**src/rtl/tsp_pkg.sv**
```systemverilog
package tsp_pkg;
    // register word indices, byte address is four times the index
    localparam logic [4:0] IDX_CTL0 = 5'h00;
    localparam logic [4:0] IDX_SMCFG = 5'h02;
    localparam logic [4:0] IDX_DMAEN = 5'h03;
    localparam logic [4:0] IDX_STAT = 5'h04;
    localparam logic [4:0] IDX_CHCTL0 = 5'h06;
    localparam logic [4:0] IDX_CHCTL2 = 5'h08;
    localparam logic [4:0] IDX_CNT = 5'h09;
    localparam logic [4:0] IDX_CAR = 5'h0B;
    localparam logic [4:0] IDX_CV0 = 5'h0D;
    localparam logic [4:0] IDX_DMACFG = 5'h12;
    localparam logic [4:0] IDX_DMATB = 5'h13;

    // instance base addresses, one per timer instance
    localparam logic [31:0] BASE_INST0 = 32'h4000_0000;
    localparam logic [31:0] BASE_INST1 = 32'h4000_0400;
    localparam logic [31:0] BASE_INST2 = 32'h4000_0800;
    localparam logic [31:0] BASE_INST3 = 32'h4000_0C00;

    // field positions
    localparam int CTL0_CEN = 0;
    localparam int CTL0_SPM = 3;
    localparam int SMC_LSB = 0;
    localparam int TRGS_LSB = 4;
    localparam int EXT_FILTER_CFG_LSB = 8;
    localparam int EXT_PRESCALE_CFG_LSB = 12;
    localparam int ETP_BIT = 15;
    localparam int DMAEN_UPD = 8;
    localparam int STAT_UPD = 0;
    localparam int STAT_TRG = 6;
    localparam int CH_FAST = 2;
    localparam int CH_MODE_LSB = 4;
    localparam int CH_FLT_LSB = 12;
    localparam int CH_P0 = 1;
    localparam int CH_NP0 = 3;
    localparam int CH_P1 = 5;
    localparam int CH_NP1 = 7;
    localparam int DMA_START_LSB = 0;
    localparam int DMA_COUNT_LSB = 8;

    // reset values
    localparam logic [15:0] RST_ZERO = 16'h0000;
    localparam logic [15:0] RST_CAR = 16'hFFFF;

    // slave modes, trigger sources and pwm compare modes
    localparam logic [2:0] SMC_RESTART = 3'b100;
    localparam logic [2:0] SMC_PAUSE = 3'b101;
    localparam logic [2:0] SMC_EVENT = 3'b110;
    localparam logic [2:0] TRG_CH0_EDGE = 3'b100;
    localparam logic [2:0] TRG_CH0_FILT = 3'b101;
    localparam logic [2:0] TRG_CH1_FILT = 3'b110;
    localparam logic [2:0] TRG_EXT = 3'b111;
    localparam logic [2:0] CMP_PWM0 = 3'b110;
    localparam logic [2:0] CMP_PWM1 = 3'b111;

    typedef enum logic [1:0] {BUS_IDLE, BUS_WRITE, BUS_RDWAIT, BUS_RDDONE}
        tsp_bus_t;
endpackage

```
**src/rtl/tsp_filter.sv**
```systemverilog
`timescale 1ns/1ps
module tsp_filter #(
    parameter int CW = 4
) (
    // clock and reset
    input wire logic clk,
    input wire logic sys_rst,
    // sample and setting
    input wire logic [CW-1:0] cfg,
    input wire logic din,
    // filtered level
    output logic dout
);
    typedef struct packed {
        logic [CW-1:0] run;
        logic level;
    } tsp_flt_t;
    tsp_flt_t s_q, s_d;

    // level moves only after cfg+1 agreeing samples; zero is a bypass
    always_comb begin
        s_d = s_q;
        if (din == s_q.level) begin
            s_d.run = '0;
        end else if (s_q.run >= cfg) begin
            s_d.level = din;
            s_d.run = '0;
        end else begin
            s_d.run = s_q.run + 1'b1;
        end
    end

    always_ff @(posedge clk or posedge sys_rst) begin
        if (sys_rst) begin
            s_q <= '0;
        end else begin
            s_q <= s_d;
        end
    end

    assign dout = s_q.level;
endmodule

```
**src/rtl/tsp_prescale.sv**
```systemverilog
`timescale 1ns/1ps
module tsp_prescale (
    // clock and reset
    input wire logic clk,
    input wire logic sys_rst,
    // ratio code: rising edges divided by 1, 2, 4 or 8
    input wire logic [1:0] psc,
    input wire logic din,
    // divided level
    output logic dout
);
    typedef struct packed {
        logic prev;
        logic [2:0] edges;
        logic level;
    } tsp_psc_t;
    tsp_psc_t s_q, s_d;

    // a bit of the edge count rises once per 2^psc input edges
    always_comb begin
        s_d = s_q;
        s_d.prev = din;
        if (din && !s_q.prev) begin
            s_d.edges = s_q.edges + 1'b1;
        end
        case (psc)
            2'h0: s_d.level = din;
            2'h1: s_d.level = s_d.edges[0];
            2'h2: s_d.level = s_d.edges[1];
            default: s_d.level = s_d.edges[2];
        endcase
    end

    always_ff @(posedge clk or posedge sys_rst) begin
        if (sys_rst) begin
            s_q <= '0;
        end else begin
            s_q <= s_d;
        end
    end

    assign dout = s_q.level;
endmodule

```
**src/rtl/tsp_timer_slave.sv**
```systemverilog
`timescale 1ns/1ps
module tsp_timer_slave #(
    parameter int INST = 0
) (
    // clock and reset
    input wire logic clk,
    input wire logic sys_rst,
    // ahb-lite slave
    input wire logic hsel,
    input wire logic [31:0] haddr,
    input wire logic [1:0] htrans,
    input wire logic hwrite,
    input wire logic [2:0] hsize,
    input wire logic [31:0] hwdata,
    output logic [31:0] hrdata,
    output logic hreadyout,
    output logic hresp,
    // trigger inputs
    input wire logic [3:0] internalTriggers,
    input wire logic [1:0] chanIn,
    input wire logic extTriggerIn,
    // debug halt
    input wire logic coreHalted,
    input wire logic debugHoldBit,
    // dma handshake
    output logic dmaReq,
    // timer outputs
    output logic outputPrepareSignal,
    output logic [15:0] counterValue,
    output logic counterRunning
);
    import tsp_pkg::*;

    // base decode per instance
    localparam logic [31:0] BASE = (INST == 0) ? BASE_INST0 :
        (INST == 1) ? BASE_INST1 : (INST == 2) ? BASE_INST2 : BASE_INST3;

    typedef struct packed {
        logic [15:0] ctl0;
        logic [15:0] smcfg;
        logic [15:0] dmaen;
        logic [15:0] chctl0;
        logic [15:0] chctl2;
        logic [15:0] car;
        logic [15:0] cv0;
        logic [15:0] dmacfg;
        logic [15:0] cnt;
        logic statUpd;
        logic statTrg;
        logic trgPrev;
        logic ch0Prev;
        logic edgeDly;
        logic ocPrep;
        logic fastHold;
        logic [5:0] dmaLeft;
        logic [4:0] dmaIdx;
        tsp_bus_t bus;
        logic [4:0] aIdx;
        logic aHit;
        logic [31:0] rdata;
    } tsp_state_t;
    tsp_state_t s_q, s_d;

    logic [1:0] chFilt;
    logic extFilt, extDiv;
    logic selLvl, bothEdges, trgEdge, halted, run, updEvt, dmaEvt;
    logic fastFire, matchLvl, isPwm, bufAccess;
    logic [2:0] smc, trgs, cmpMode;
    logic [4:0] effIdx;

    // channel filters share the capture filter field
    for (genvar c = 0; c < 2; c++) begin : g_chflt
        tsp_filter #(.CW(4)) u_flt_ch (
            .clk(clk),
            .sys_rst(sys_rst),
            .cfg(s_q.chctl0[CH_FLT_LSB +: 4]),
            .din(chanIn[c]),
            .dout(chFilt[c])
        );
    end
    // external trigger: polarity, own filter then own prescaler
    tsp_filter #(.CW(4)) u_flt_ext (
        .clk(clk),
        .sys_rst(sys_rst),
        .cfg(s_q.smcfg[EXT_FILTER_CFG_LSB +: 4]),
        .din(extTriggerIn ^ s_q.smcfg[ETP_BIT]),
        .dout(extFilt)
    );
    tsp_prescale u_psc_ext (
        .clk(clk),
        .sys_rst(sys_rst),
        .psc(s_q.smcfg[EXT_PRESCALE_CFG_LSB +: 2]),
        .din(extFilt),
        .dout(extDiv)
    );

    assign smc = s_q.smcfg[SMC_LSB +: 3];
    assign trgs = s_q.smcfg[TRGS_LSB +: 3];
    assign cmpMode = s_q.chctl0[CH_MODE_LSB +: 3];
    assign halted = coreHalted && debugHoldBit;

    // trigger source mux; internal triggers unfiltered
    always_comb begin
        bothEdges = 1'b0;
        case (trgs)
            TRG_CH0_EDGE: selLvl = chFilt[0] ^ s_q.ch0Prev;
            TRG_CH0_FILT: begin
                selLvl = chFilt[0] ^ s_q.chctl2[CH_P0];
                bothEdges = s_q.chctl2[CH_P0] && s_q.chctl2[CH_NP0];
            end
            TRG_CH1_FILT: begin
                selLvl = chFilt[1] ^ s_q.chctl2[CH_P1];
                bothEdges = s_q.chctl2[CH_P1] && s_q.chctl2[CH_NP1];
            end
            TRG_EXT: selLvl = extDiv;
            default: selLvl = internalTriggers[trgs[1:0]];
        endcase
    end

    // valid edge only in one of the three slave modes
    assign trgEdge = smc[2] && (smc != 3'b111) &&
        (bothEdges ? (selLvl != s_q.trgPrev) : (selLvl && !s_q.trgPrev));

    // pause gates counting on the trigger level; debug hold freezes
    assign run = s_q.ctl0[CTL0_CEN] && !halted &&
        !(smc == SMC_PAUSE && !selLvl);
    assign updEvt = run && (s_q.cnt == s_q.car);
    assign dmaEvt = updEvt && s_q.dmaen[DMAEN_UPD];

    // fast compare only for pwm outputs started by a trigger
    assign isPwm = (cmpMode == CMP_PWM0) || (cmpMode == CMP_PWM1);
    assign matchLvl = (cmpMode == CMP_PWM1);
    assign fastFire = s_q.chctl0[CH_FAST] && isPwm && s_q.ctl0[CTL0_SPM] &&
        trgEdge && !s_q.ctl0[CTL0_CEN];

    // buffer accesses redirected to start plus burst step
    assign effIdx = (s_q.aIdx == IDX_DMATB) ?
        s_q.dmacfg[DMA_START_LSB +: 5] + s_q.dmaIdx : s_q.aIdx;
    assign bufAccess = s_q.aHit && (s_q.aIdx == IDX_DMATB) &&
        (s_q.bus == BUS_WRITE || s_q.bus == BUS_RDWAIT);

    // register read view; unmapped words read zero
    function automatic logic [31:0] readReg(input tsp_state_t s,
                                            input logic [4:0] idx);
        logic [15:0] v;
        v = 16'h0000;
        case (idx)
            IDX_CTL0: v = s.ctl0;
            IDX_SMCFG: v = s.smcfg;
            IDX_DMAEN: v = s.dmaen;
            IDX_STAT: begin
                v[STAT_UPD] = s.statUpd;
                v[STAT_TRG] = s.statTrg;
            end
            IDX_CHCTL0: v = s.chctl0;
            IDX_CHCTL2: v = s.chctl2;
            IDX_CNT: v = s.cnt;
            IDX_CAR: v = s.car;
            IDX_CV0: v = s.cv0;
            IDX_DMACFG: v = s.dmacfg;
            default: v = 16'h0000;
        endcase
        return {16'h0000, v};
    endfunction

    // next state: bus first, then hardware events which win over software
    always_comb begin
        s_d = s_q;
        s_d.trgPrev = selLvl;
        s_d.ch0Prev = chFilt[0];
        s_d.edgeDly = trgEdge;
        // data phase of a write, or read data capture
        if (s_q.bus == BUS_WRITE && s_q.aHit) begin
            case (effIdx)
                IDX_CTL0: s_d.ctl0 = hwdata[15:0];
                IDX_SMCFG: s_d.smcfg = hwdata[15:0];
                IDX_DMAEN: s_d.dmaen = hwdata[15:0];
                IDX_STAT: begin
                    s_d.statUpd = s_q.statUpd && hwdata[STAT_UPD];
                    s_d.statTrg = s_q.statTrg && hwdata[STAT_TRG];
                end
                IDX_CHCTL0: s_d.chctl0 = hwdata[15:0];
                IDX_CHCTL2: s_d.chctl2 = hwdata[15:0];
                IDX_CAR: s_d.car = hwdata[15:0];
                IDX_CV0: s_d.cv0 = hwdata[15:0];
                IDX_DMACFG: s_d.dmacfg = hwdata[15:0];
                default: s_d.cv0 = s_d.cv0;
            endcase
        end
        if (s_q.bus == BUS_RDWAIT) begin
            s_d.rdata = s_q.aHit ? readReg(s_q, effIdx) : 32'h0000_0000;
        end
        // bus sequencing; reads take one wait state
        case (s_q.bus)
            BUS_RDWAIT: s_d.bus = BUS_RDDONE;
            default: s_d.bus = BUS_IDLE;
        endcase
        if (hsel && htrans[1] && s_q.bus != BUS_RDWAIT) begin
            s_d.aIdx = haddr[6:2];
            s_d.aHit = (haddr[31:10] == BASE[31:10]) &&
                (haddr[9:7] == 3'h0);
            s_d.bus = hwrite ? BUS_WRITE : BUS_RDWAIT;
        end
        // burst stepping on each buffer access
        if (bufAccess && s_q.dmaLeft != 6'h00) begin
            s_d.dmaLeft = s_q.dmaLeft - 1'b1;
            s_d.dmaIdx = s_q.dmaIdx + 1'b1;
        end
        // a new event restarts the burst at the start address
        if (dmaEvt) begin
            s_d.dmaLeft = {1'b0, s_q.dmacfg[DMA_COUNT_LSB +: 5]} + 6'h01;
            s_d.dmaIdx = 5'h00;
        end
        // counter: software clear just stops it, value held
        if (run) begin
            if (updEvt) begin
                s_d.cnt = 16'h0000; // reinitialised on update
                s_d.statUpd = 1'b1;
                if (s_q.ctl0[CTL0_SPM]) begin
                    s_d.ctl0[CTL0_CEN] = 1'b0;
                end
            end else begin
                s_d.cnt = s_q.cnt + 1'b1;
            end
        end
        if (smc == SMC_RESTART && trgEdge && !halted) begin
            s_d.cnt = 16'h0000;
        end
        // trigger sets the enable in event mode or single pulse
        if (trgEdge && (smc == SMC_EVENT || s_q.ctl0[CTL0_SPM])) begin
            s_d.ctl0[CTL0_CEN] = 1'b1;
        end
        // flag two cycles after the edge; set beats clear
        if (s_q.edgeDly) begin
            s_d.statTrg = 1'b1;
        end
        // output prepare from compare mode
        case (cmpMode)
            3'h1: if (s_q.cnt == s_q.cv0) s_d.ocPrep = 1'b1;
            3'h2: if (s_q.cnt == s_q.cv0) s_d.ocPrep = 1'b0;
            3'h3: if (s_q.cnt == s_q.cv0 && run) s_d.ocPrep = !s_q.ocPrep;
            3'h4: s_d.ocPrep = 1'b0;
            3'h5: s_d.ocPrep = 1'b1;
            CMP_PWM0: s_d.ocPrep = (s_q.cnt < s_q.cv0);
            CMP_PWM1: s_d.ocPrep = (s_q.cnt >= s_q.cv0);
            default: s_d.ocPrep = s_q.ocPrep;
        endcase
        // forced level held until the compare would reach it anyway
        if (s_q.fastHold) begin
            s_d.ocPrep = matchLvl;
            if (s_q.cnt >= s_q.cv0 || updEvt) begin
                s_d.fastHold = 1'b0;
            end
        end
        if (fastFire) begin
            s_d.ocPrep = matchLvl;
            s_d.fastHold = 1'b1;
        end
    end

    always_ff @(posedge clk or posedge sys_rst) begin
        if (sys_rst) begin
            s_q <= '0;
            s_q.car <= RST_CAR;
            s_q.ctl0 <= RST_ZERO;
        end else begin
            s_q <= s_d;
        end
    end

    // outputs; response is always okay, request holds until served
    assign hrdata = s_q.rdata;
    assign hreadyout = (s_q.bus != BUS_RDWAIT);
    assign hresp = 1'b0;
    assign dmaReq = (s_q.dmaLeft != 6'h00);
    assign outputPrepareSignal = s_q.ocPrep;
    assign counterValue = s_q.cnt;
    assign counterRunning = run;
endmodule
```
**config.mk**
```make
export PLATFORM = sky130hd
export DESIGN_NAME = tsp_timer_slave
export DESIGN_NICKNAME = d
export VERILOG_FILES = /design/src/rtl/tsp_pkg.sv /design/src/rtl/tsp_filter.sv /design/src/rtl/tsp_prescale.sv /design/src/rtl/tsp_timer_slave.sv
export SDC_FILE = /design/constraint.sdc
export NUM_CORES = 1
export LEC_CHECK = 0
export BUFFER_PORTS_ARGS = -buffer_cell sky130_fd_sc_hd__buf_2
export CAP_MARGIN = 5
export CORE_MARGIN = 8
export CORE_UTILIZATION = 50
export DETAILED_ROUTE_END_ITERATION = 6
export GPL_ROUTABILITY_DRIVEN = 0
export HOLD_SLACK_MARGIN = 0.15
export PLACE_DENSITY_LB_ADDON = 0.25
export SLEW_MARGIN = 30
export SYNTH_ARGS = -nofsm -noshare
export SYNTH_HDL_FRONTEND = slang
export SYNTH_SLANG_ARGS = --single-unit
```
**constraint.sdc**
```tcl
create_clock -name clk -period 8.6 [get_ports clk]
set_input_delay 0.43 -clock clk [delete_from_list [all_inputs] [get_ports clk]]
set_output_delay 0.43 -clock clk [all_outputs]
set_load 0.1 [all_outputs]
```
==> impl_metrics.ini, run 1 <==
[global_route]
grt_pass1_vias = 8509
overflow = 0
grt_pass1_wl_um = 48900
grt_max_degree = 134
antenna_found_initial = 0
grt.total_usage_pct = 21.7

[route]
dr_total_vias = 8501
wl_per_cell_um = 21.7
ant_nets = 0
drc = 0
viasPerCell = 6.01
detail_route.iter0.violations = 782
routed_wl_um = 30600
first_pass_iters = 7

[clock_tree]
cts.htree.levels = 1
cts-root-buf = clkbuf_16
cts_max_path_buffers = 3
clk_pin_slew_ps = 60
cts_tree = built
post_cts_resized = 0
clock_sinks = 206
cts_setup_buffers = 0
clkLatencyLatePin_ps = 510
holdBufCountCts = 5
cts_buffers = 23

[floorplanning]
core_area_sq_mm = 0.0226
dieArea_sq_mm = 0.0281
dieHeight_um = 167
die_x_um = 167
rows = 55
initial_core_util_pct = 50.8
pin_count = 135

[sta]
period_minus_slack_ps = 4150
setup_viol = 0
skew_ps = 12.2
fin_crit_sh_pct = 48.2
worstMarginPinSlew_ps = 964
fmax_ghz = 0.241
final_hold_viol_count = 0
finalSetupTns_ps = 0
slew_headroom_pct = 35.5
maxSlewViolCount = 0
rsz0062_at_grt = false

[worst_setup_path]
r2r_cells = 9
crit-reg2reg-launch = s_q[40]
crit_path_cell_trace = ha_1 > fa_1 > a21o_1 > a2111oi_0 > and4bb_4 > nor4b_4 > buf_6 > and2b_2 > mux2_1
required_ps = 8990
cp-startpoint = s_q[40]
ff2ff_setup_slack_ps = 4450
crit_type = register to register
r2r_end = s_q[90]
worst-path-stages = 9
end_kind = register
critPathBufInv = 1
slowest_stage = nor4b_4
crit_end = s_q[90]
cp_max_fo = 32
start_kind = register
cp_top_family = simple AND/OR/NAND/NOR gates
cpPeakStageDelay_ps = 630
crit_arrival_ps = 4530

[hold_path]
hold_path.class = input port to register
min-delay-start = haddr[5]

[synthesis]
synth_top_area_share_pct = 41.4
synthAdderAreaFrac_pct = 4.86
synth_area_leaders = dfrtp_1, mux2_2, mux2_1, ha_1, buf_4
syn-cell-area_sq_mm = 0.0115
yosys_most_used_dff = dfrtp_1
synthMuxAreaShare_pct = 14.1
yosys_warnings = 0
post-synth-top-count-cell = dfrtp_1
netlist_instances = 1043
synth_top_family_by_area = multiplexers
synth-xor-area-share_pct = 3.35
synth_cell_types = 87
synth-seq-cells = 206
synthTopCellsByCount = dfrtp_1, nand2_1, buf_4, mux2_2, mux2_1
synth_compound_area_share_pct = 12.9
postSynthAreaPerCell_sq_um = 11.0
async_flop_share_pct = 100
synth-simple-area-share_pct = 13.3
synth_edf_count = 0
synth_top_area_cell = dfrtp_1
yosysSeqAreaShare_pct = 45.1

[layout]
final_util_pct = 56.2
syn2layout_area_growth_pct = 10.5
multi_input_area_sq_mm = 0.00563
fin_nets = 1238
num_antenna_cells = 0
seq_area_sq_mm = 0.00517
fillers = 1965
drive_above_1_share_pct = 22.1

[power]
leakage_nw = 6.11
ir_drop_mv = 0.160
p_per_area_mw_per_mm2 = 187

[placement]
io_buffers = 95
dp_hpwl_um = 21700

[run_status]
outcome = complete, no violations

[job]
maxCapViolations = 0
cell families after synthesis:
logic type | Yosys count
AO/OA/AOI/OAI | 205
XOR/XNOR | 43
adder cells (fa/ha/maj) | 44
buffers and inverters | 128
flip-flops | 206
multiplexers | 141
other | 1
AND/OR/NAND/NOR | 275
layer usage:
metal | track usage [%] | share of wire (%) | vias to the layer above
met5 | 0 | 0 | -
met3 | 4.30 | 8.0 | 69
met2 | 34.2 | 45 | 351
li1 | - | - | 3882
met1 | 29.8 | 44 | 4199
met4 | 6.83 | 3.2 | 0
state kept, by name (all words and copies together) (netlist names):
register / flops
hrdata: 16
g_chflt.u_flt_ch.s_q: 8
u_flt_ext.s_q: 4
u_flt_ext.dout: 1
outputPrepareSignal: 1
u_psc_ext.dout: 1
u_psc_ext.s_q: 4
g_chflt.u_flt_ch.dout: 2
counterValue: 16
s_q: 150
cmpMode: 3
area by class of cell:
type / count / area share, %
multi-input cells: 725 / 44.4
well taps: 285 / 2.81
clock inverters: 4 / 0.188
clock buffers: 38 / 5.30
repair buffers: 113 / 5.05
inverters: 43 / 1.37
flip-flops and latches: 206 / 40.8
worst min path at each step:
stage,to,slack [ps],depth (start not counted)
finish,s_q[36],180,2
global route,s_q[36],170,2
floorplan,s_q[56],410,1
detailed placement,s_q[56],420,1
global placement,s_q[56],420,1
CTS,s_q[36],160,2
power breakdown:
part	internal (mW)	switching (mW)	leakage, nW
clock	0.531	0.384	0.341
combinational	0.132	0.267	3.20
sequential	1.01	0.0465	2.56
total	1.68	0.697	6.11
cell usage in the layout, fill, tap and decap left out, types with 23 or more instances in the layout:
cell type  synthesis  routed
inv_1             42      41
o21ai_0           28      28
nand2_1           83      83
mux2_2            55      55
nor2_1            52      52
o21ai_1           23      23
clkbuf_16          0      23
buf_2             19      95
a21oi_1           29      29
dfrtp_1          190     190
mux2_1            54      54
xor2_1            31      31
ha_1              43      43
through the flow:
step	instance area (sq um)	cells	total power, mW	setup WS, ps	hold WS (ps)
finish	12700	1414	2.37	4450	177
global route	12700	1414	2.47	4330	165
CTS	12700	1413	2.39	4510	158
detailed placement	11900	1366	1.47	4520	422
global placement	11900	1364	1.46	3990	418
floorplan	11500	1059	1.37	2570	408
No activity file was read; power rests on OpenSTA's default activity.
==> run 2: changes to the inputs <==
clock period = 3.67 ns   (was 8.6 ns; I/O delays follow)
==> run 2 against run 1 <==
  * Maximum frequency is 20% higher
  * Non-clock buffer count is 56 higher
  * Worst hold slack better by 140 ps
  * Final area is 4.7% higher
  * Global-route usage is 0.35 points higher
  * Clock power grew to 2.6 times the previous value
  * Die area stayed put
  * Clock skew is 12 ps higher
  * Final cell count is 4.0% higher
  * Via count is 2.1% higher
  * First-iteration DRC count is 14% higher
  * Total power is 150% higher
  * Critical endpoint is now hrdata[13]
==> impl_metrics.ini, run 2 (synthesized netlist as in run 1, its figures left out) <==
[run_status]
outcome = complete, no violations

[power]
leakage_nw = 6.42
p_per_area_mw_per_mm2 = 442
ir_drop_mv = 0.311

[floorplanning]
core_area_sq_mm = 0.0226
dieHeight_um = 167
die_x_um = 167
rows = 55
dieArea_sq_mm = 0.0281
pin_count = 135
initial_core_util_pct = 50.8

[route]
top_layer_used = met4
met1_length_um = 13800
detail_route.iter0.violations = 895
met2RoutedLength_um = 13700
first_pass_iters = 5
drc = 0
dr_total_vias = 8683
ant_nets = 0
routed_wl_um = 30900
viasPerCell = 5.91
wl_per_cell_um = 21.0
wl_met3_um = 2300

[sta]
maxSlewViolCount = 0
period_minus_slack_ps = 3450
fmax_ghz = 0.289
finalSetupTns_ps = 0
fin_crit_sh_pct = 94.1
whs_ps = 313
worstMarginPinSlew_ps = 919
rsz0062_at_grt = false
slew_headroom_pct = 38.4
final_hold_viol_count = 0
setup_viol = 0
skew_ps = 24.3

[worst_setup_path]
cp-startpoint = s_q[40]
crit_type = register to register
cpPeakStageDelay_ps = 580
slowest_stage = nor3_2
start_kind = register
crit_path_cell_trace = ha_1 > fa_1 > a21o_1 > a2111oi_0 > and4bb_4 > buf_12 > nor3_2 > buf_4 > a222oi_1 > a32oi_1
end_kind = register
cp_max_fo = 20
crit-reg2reg-launch = s_q[40]
required_ps = 4090
crit_arrival_ps = 3880

[layout]
seq_area_sq_mm = 0.00517
layout_common_cells = dfrtp_1, buf_2, nand2_1
num_antenna_cells = 0
stdcell_count = 1470
largest-register = s_q
drive_above_1_share_pct = 24.1
syn2layout_area_growth_pct = 15.7
fillers = 1860
multi_input_area_sq_mm = 0.00563
fin_nets = 1294
final_common_cell = dfrtp_1
largest_reg_flops = 150

[clock_tree]
cts_max_path_buffers = 3
cts_buffers = 23
cts_tree = built
clock_sinks = 206
cts.htree.levels = 1
cts-root-buf = clkbuf_16
clkLatencyLatePin_ps = 520
clk_pin_slew_ps = 60

[hold_path]
min-delay-start = internalTriggers[0]
hold_path.class = input port to register

[global_route]
antenna_found_initial = 0
grt_max_degree = 153
grt_pass1_vias = 8808
grt.total_usage_pct = 22.1
grt_pass1_wl_um = 49800
overflow = 0

[placement]
dp_hpwl_um = 21900
dp_cells = 1395
io_buffers = 95

[job]
maxCapViolations = 0
## run 2: where the power goes
part           leakage (nW)  total (mW)  switching [mW]  internal, mW
logic                  3.47        1.01           0.641         0.373
clock network         0.386        2.38           0.944          1.43
registers              2.56        2.48           0.107          2.37
total                  6.42        5.87            1.69          4.18
## run 2: what timing repair did
| item | in CTS | in global routing |
|---|---|---|
| hold buffers | 33 | 0 |
| endpoints found under the setup margin | 0 | 11 |
| buffers inserted | 0 | 0 |
| gates resized for setup | 0 | 1 |
| hold endpoints to repair | 339 | 0 |
## run 2: path summary, 6_finish.rpt
check | end | slack (ps) | cells past startpoint
min in group asynchronous | s_q[164] | 450 | 4
setup / recovery | hrdata[13] | 220 | 10
setup reg to reg | hrdata[13] | 220 | 10
hold reg to reg | s_q[56] | 450 | 1
hold / removal | s_q[55] | 310 | 4
max in group asynchronous | s_q[90] | 2560 | 4
## run 2: worst max-delay path: cells and delay by family, from the launching register on
kind	cells	cell delay (ps)
fa+ha+maj	2	650
buf+inv	2	460
flops	1	430
simple gates	2	860
compound gates	4	970
## run 2: through the flow
step / power (mW) / util (%) / worst slack (ps) / instance area (sq um)
global placement: 3.47 / 53.9 / 303 / 12200
global route: 6.10 / 58.8 / 46.1 / 13300
finish: 5.87 / 58.8 / 215 / 13300
floorplan: 3.20 / - / 376 / 11500
CTS: 5.91 / 58.8 / 189 / 13300
detailed placement: 3.49 / 53.9 / 231 / 12200
## run 2: final cells by class
class / count / area share [%]
timing repair buffer: 169 / 8.76
multi-input combinational: 725 / 42.4
clock buffer: 33 / 5.15
clock inverter: 9 / 0.782
inverter: 43 / 1.24
sequential: 206 / 39.0
tap: 285 / 2.69
## run 2: per-layer routing
layer / track usage, % / vias to the layer above
met5: 0 / -
met4: 7.26 / 0
met3: 4.40 / 60
met2: 34.1 / 303
met1: 30.7 / 4314
li1: - / 4006
==> run 3: changes to the inputs <==
CELL_PAD_IN_SITES_DETAIL_PLACEMENT = 1   (was unset)
CELL_PAD_IN_SITES_GLOBAL_PLACEMENT = 1   (was unset)
CORE_UTILIZATION = 42   (was 50)
==> run 3 against run 2 <==
  * Critical path type unchanged
  * Flip-flop and latch count stayed put
  * Global-route usage is 0.94 points lower
  * Clock skew is 2.6 ps higher
  * Final cell count is 3.9% higher
  * Sequential power hardly changed
  * Non-clock buffer count stayed put
  * Critical endpoint is now s_q[145]
  * Total power is 0.76% higher
  * Final area is 0.46% higher
  * First-iteration DRC count is 45% lower
  * Wire length is 13% higher
  * Register-to-register slack hardly changed
  * Maximum frequency is 0.36% higher
==> impl_metrics.ini, run 3 (synthesized netlist as in run 1, its figures left out) <==
[run_status]
outcome = complete, no violations

[job]
maxCapViolations = 0

[layout]
final_util_pct = 49.6
stdcell_count = 1527
num_antenna_cells = 0
fin_nets = 1295
largest-register = s_q
layout_common_cells = dfrtp_1, buf_2, nand2_1
final_common_cell = dfrtp_1
drive_above_1_share_pct = 24.0
fillers = 2911
largest_reg_flops = 150
syn2layout_area_growth_pct = 16.2

[route]
wl_per_cell_um = 22.9
routed_wl_um = 35000
first_pass_iters = 5
dr_total_vias = 8732
detail_route.iter0.violations = 493
ant_nets = 0
viasPerCell = 5.72
drc = 0

[sta]
final_hold_viol_count = 0
fmax_ghz = 0.290
maxSlewViolCount = 0
period_minus_slack_ps = 3440
skew_ps = 26.9
finalSetupTns_ps = 0
setup_viol = 0
fin_crit_sh_pct = 93.8
rsz0062_at_grt = false
slew_headroom_pct = 35.8
worstMarginPinSlew_ps = 959
final.setup.worst_slack_ps = 227

[floorplanning]
pin_count = 135
core_area_sq_mm = 0.0269
dieArea_sq_mm = 0.0329
initial_core_util_pct = 42.7
rows = 60
die_x_um = 181
dieHeight_um = 181

[worst_setup_path]
critPathBufInv = 0
slowest_stage = fa_1
start_kind = register
end_kind = register
cpPeakStageDelay_ps = 460
crit_path_cell_trace = ha_1 > fa_1 > a21o_1 > a2111oi_0 > and4bb_4 > nor4_4 > nand3_4 > mux2_1
crit_type = register to register
cp_max_fo = 24
cp_top_family = simple AND/OR/NAND/NOR gates
required_ps = 4070
crit_arrival_ps = 3840

[clock_tree]
clk_pin_slew_ps = 60
cts_max_path_buffers = 3
clock_sinks = 206
cts_setup_buffers = 0
cts-root-buf = clkbuf_16
clkLatencyLatePin_ps = 540
cts_buffers = 24
cts.htree.levels = 1
cts_tree = built

[global_route]
antenna_found_initial = 0
grt_pass1_wl_um = 55300
grt.total_usage_pct = 21.2
grt_pass1_vias = 9418
grt_max_degree = 107
overflow = 0

[placement]
dp_slack_ps = 154
io_buffers = 95
dp_hpwl_um = 25200
dp_cells = 1450

[power]
p_per_area_mw_per_mm2 = 443
leakage_nw = 6.42
ir_drop_mv = 0.299
fin_total_pwr_mw = 5.91

[hold_path]
hold_path.class = input port to register
-- run 3: final timing paths --
kind	from	end	slack (ps)	cells after the start
max in group asynchronous	sys_rst	s_q[34]	2010	5
setup / recovery	s_q[40]	s_q[145]	230	8
hold reg to reg	s_q[53]	s_q[56]	440	1
setup reg to reg	s_q[40]	s_q[145]	230	8
min in group asynchronous	sys_rst	s_q[195]	650	4
hold / removal	internalTriggers[0]	s_q[55]	330	4
-- run 3: layer usage --
metal  track usage (%)  routed length (um)  vias to the layer above
met4              5.21                 785                        0
met1              28.5               16000                     4499
met2              34.5               16400                      207
met5                 0                   0                        -
li1                  -                   -                     3978
met3              4.17                1800                       48
-- run 3: per-stage QoR --
step           hold slack [ps]  instance area [sq um]
2_1_floorplan              291                  11500
3_3_place_gp              82.9                  12200
4_1_cts                    291                  13300
6_report                   335                  13300
3_5_place_dp              85.9                  12200
5_1_grt                    349                  13300
-- run 3: report_power, final --
group | leakage (nW) | total (mW) | switching (mW) | internal, mW
Sequential | 2.56 | 2.48 | 0.113 | 2.37
Clock | 0.396 | 2.42 | 0.981 | 1.43
Combinational | 3.46 | 1.01 | 0.660 | 0.354
-- run 3: worst min-delay path: cells and delay by family --
kind,cells,cell delay [ps]
buffers and inverters,1,70
muxes,1,240
AOI/OAI and AO/OA,1,240
and+or+nand+nor,1,40
-- run 3: area by class of cell --
| class | instances | area, sq um | share of cell area [%] |
|---|---|---|---|
| inverter | 43 | 165 | 1.24 |
| tap | 341 | 427 | 3.20 |
| sequential | 206 | 5180 | 38.8 |
| clock inverter | 6 | 66.3 | 0.497 |
| multi-input combinational | 725 | 5630 | 42.2 |
| timing repair buffer | 169 | 1140 | 8.56 |
| clock buffer | 37 | 729 | 5.47 |
-- run 3: repair_timing --
action,CTS,global route
endpoints found under the hold margin,339,0
setup endpoints to repair,0,14
hold buffers,34,0
resized for setup,0,2
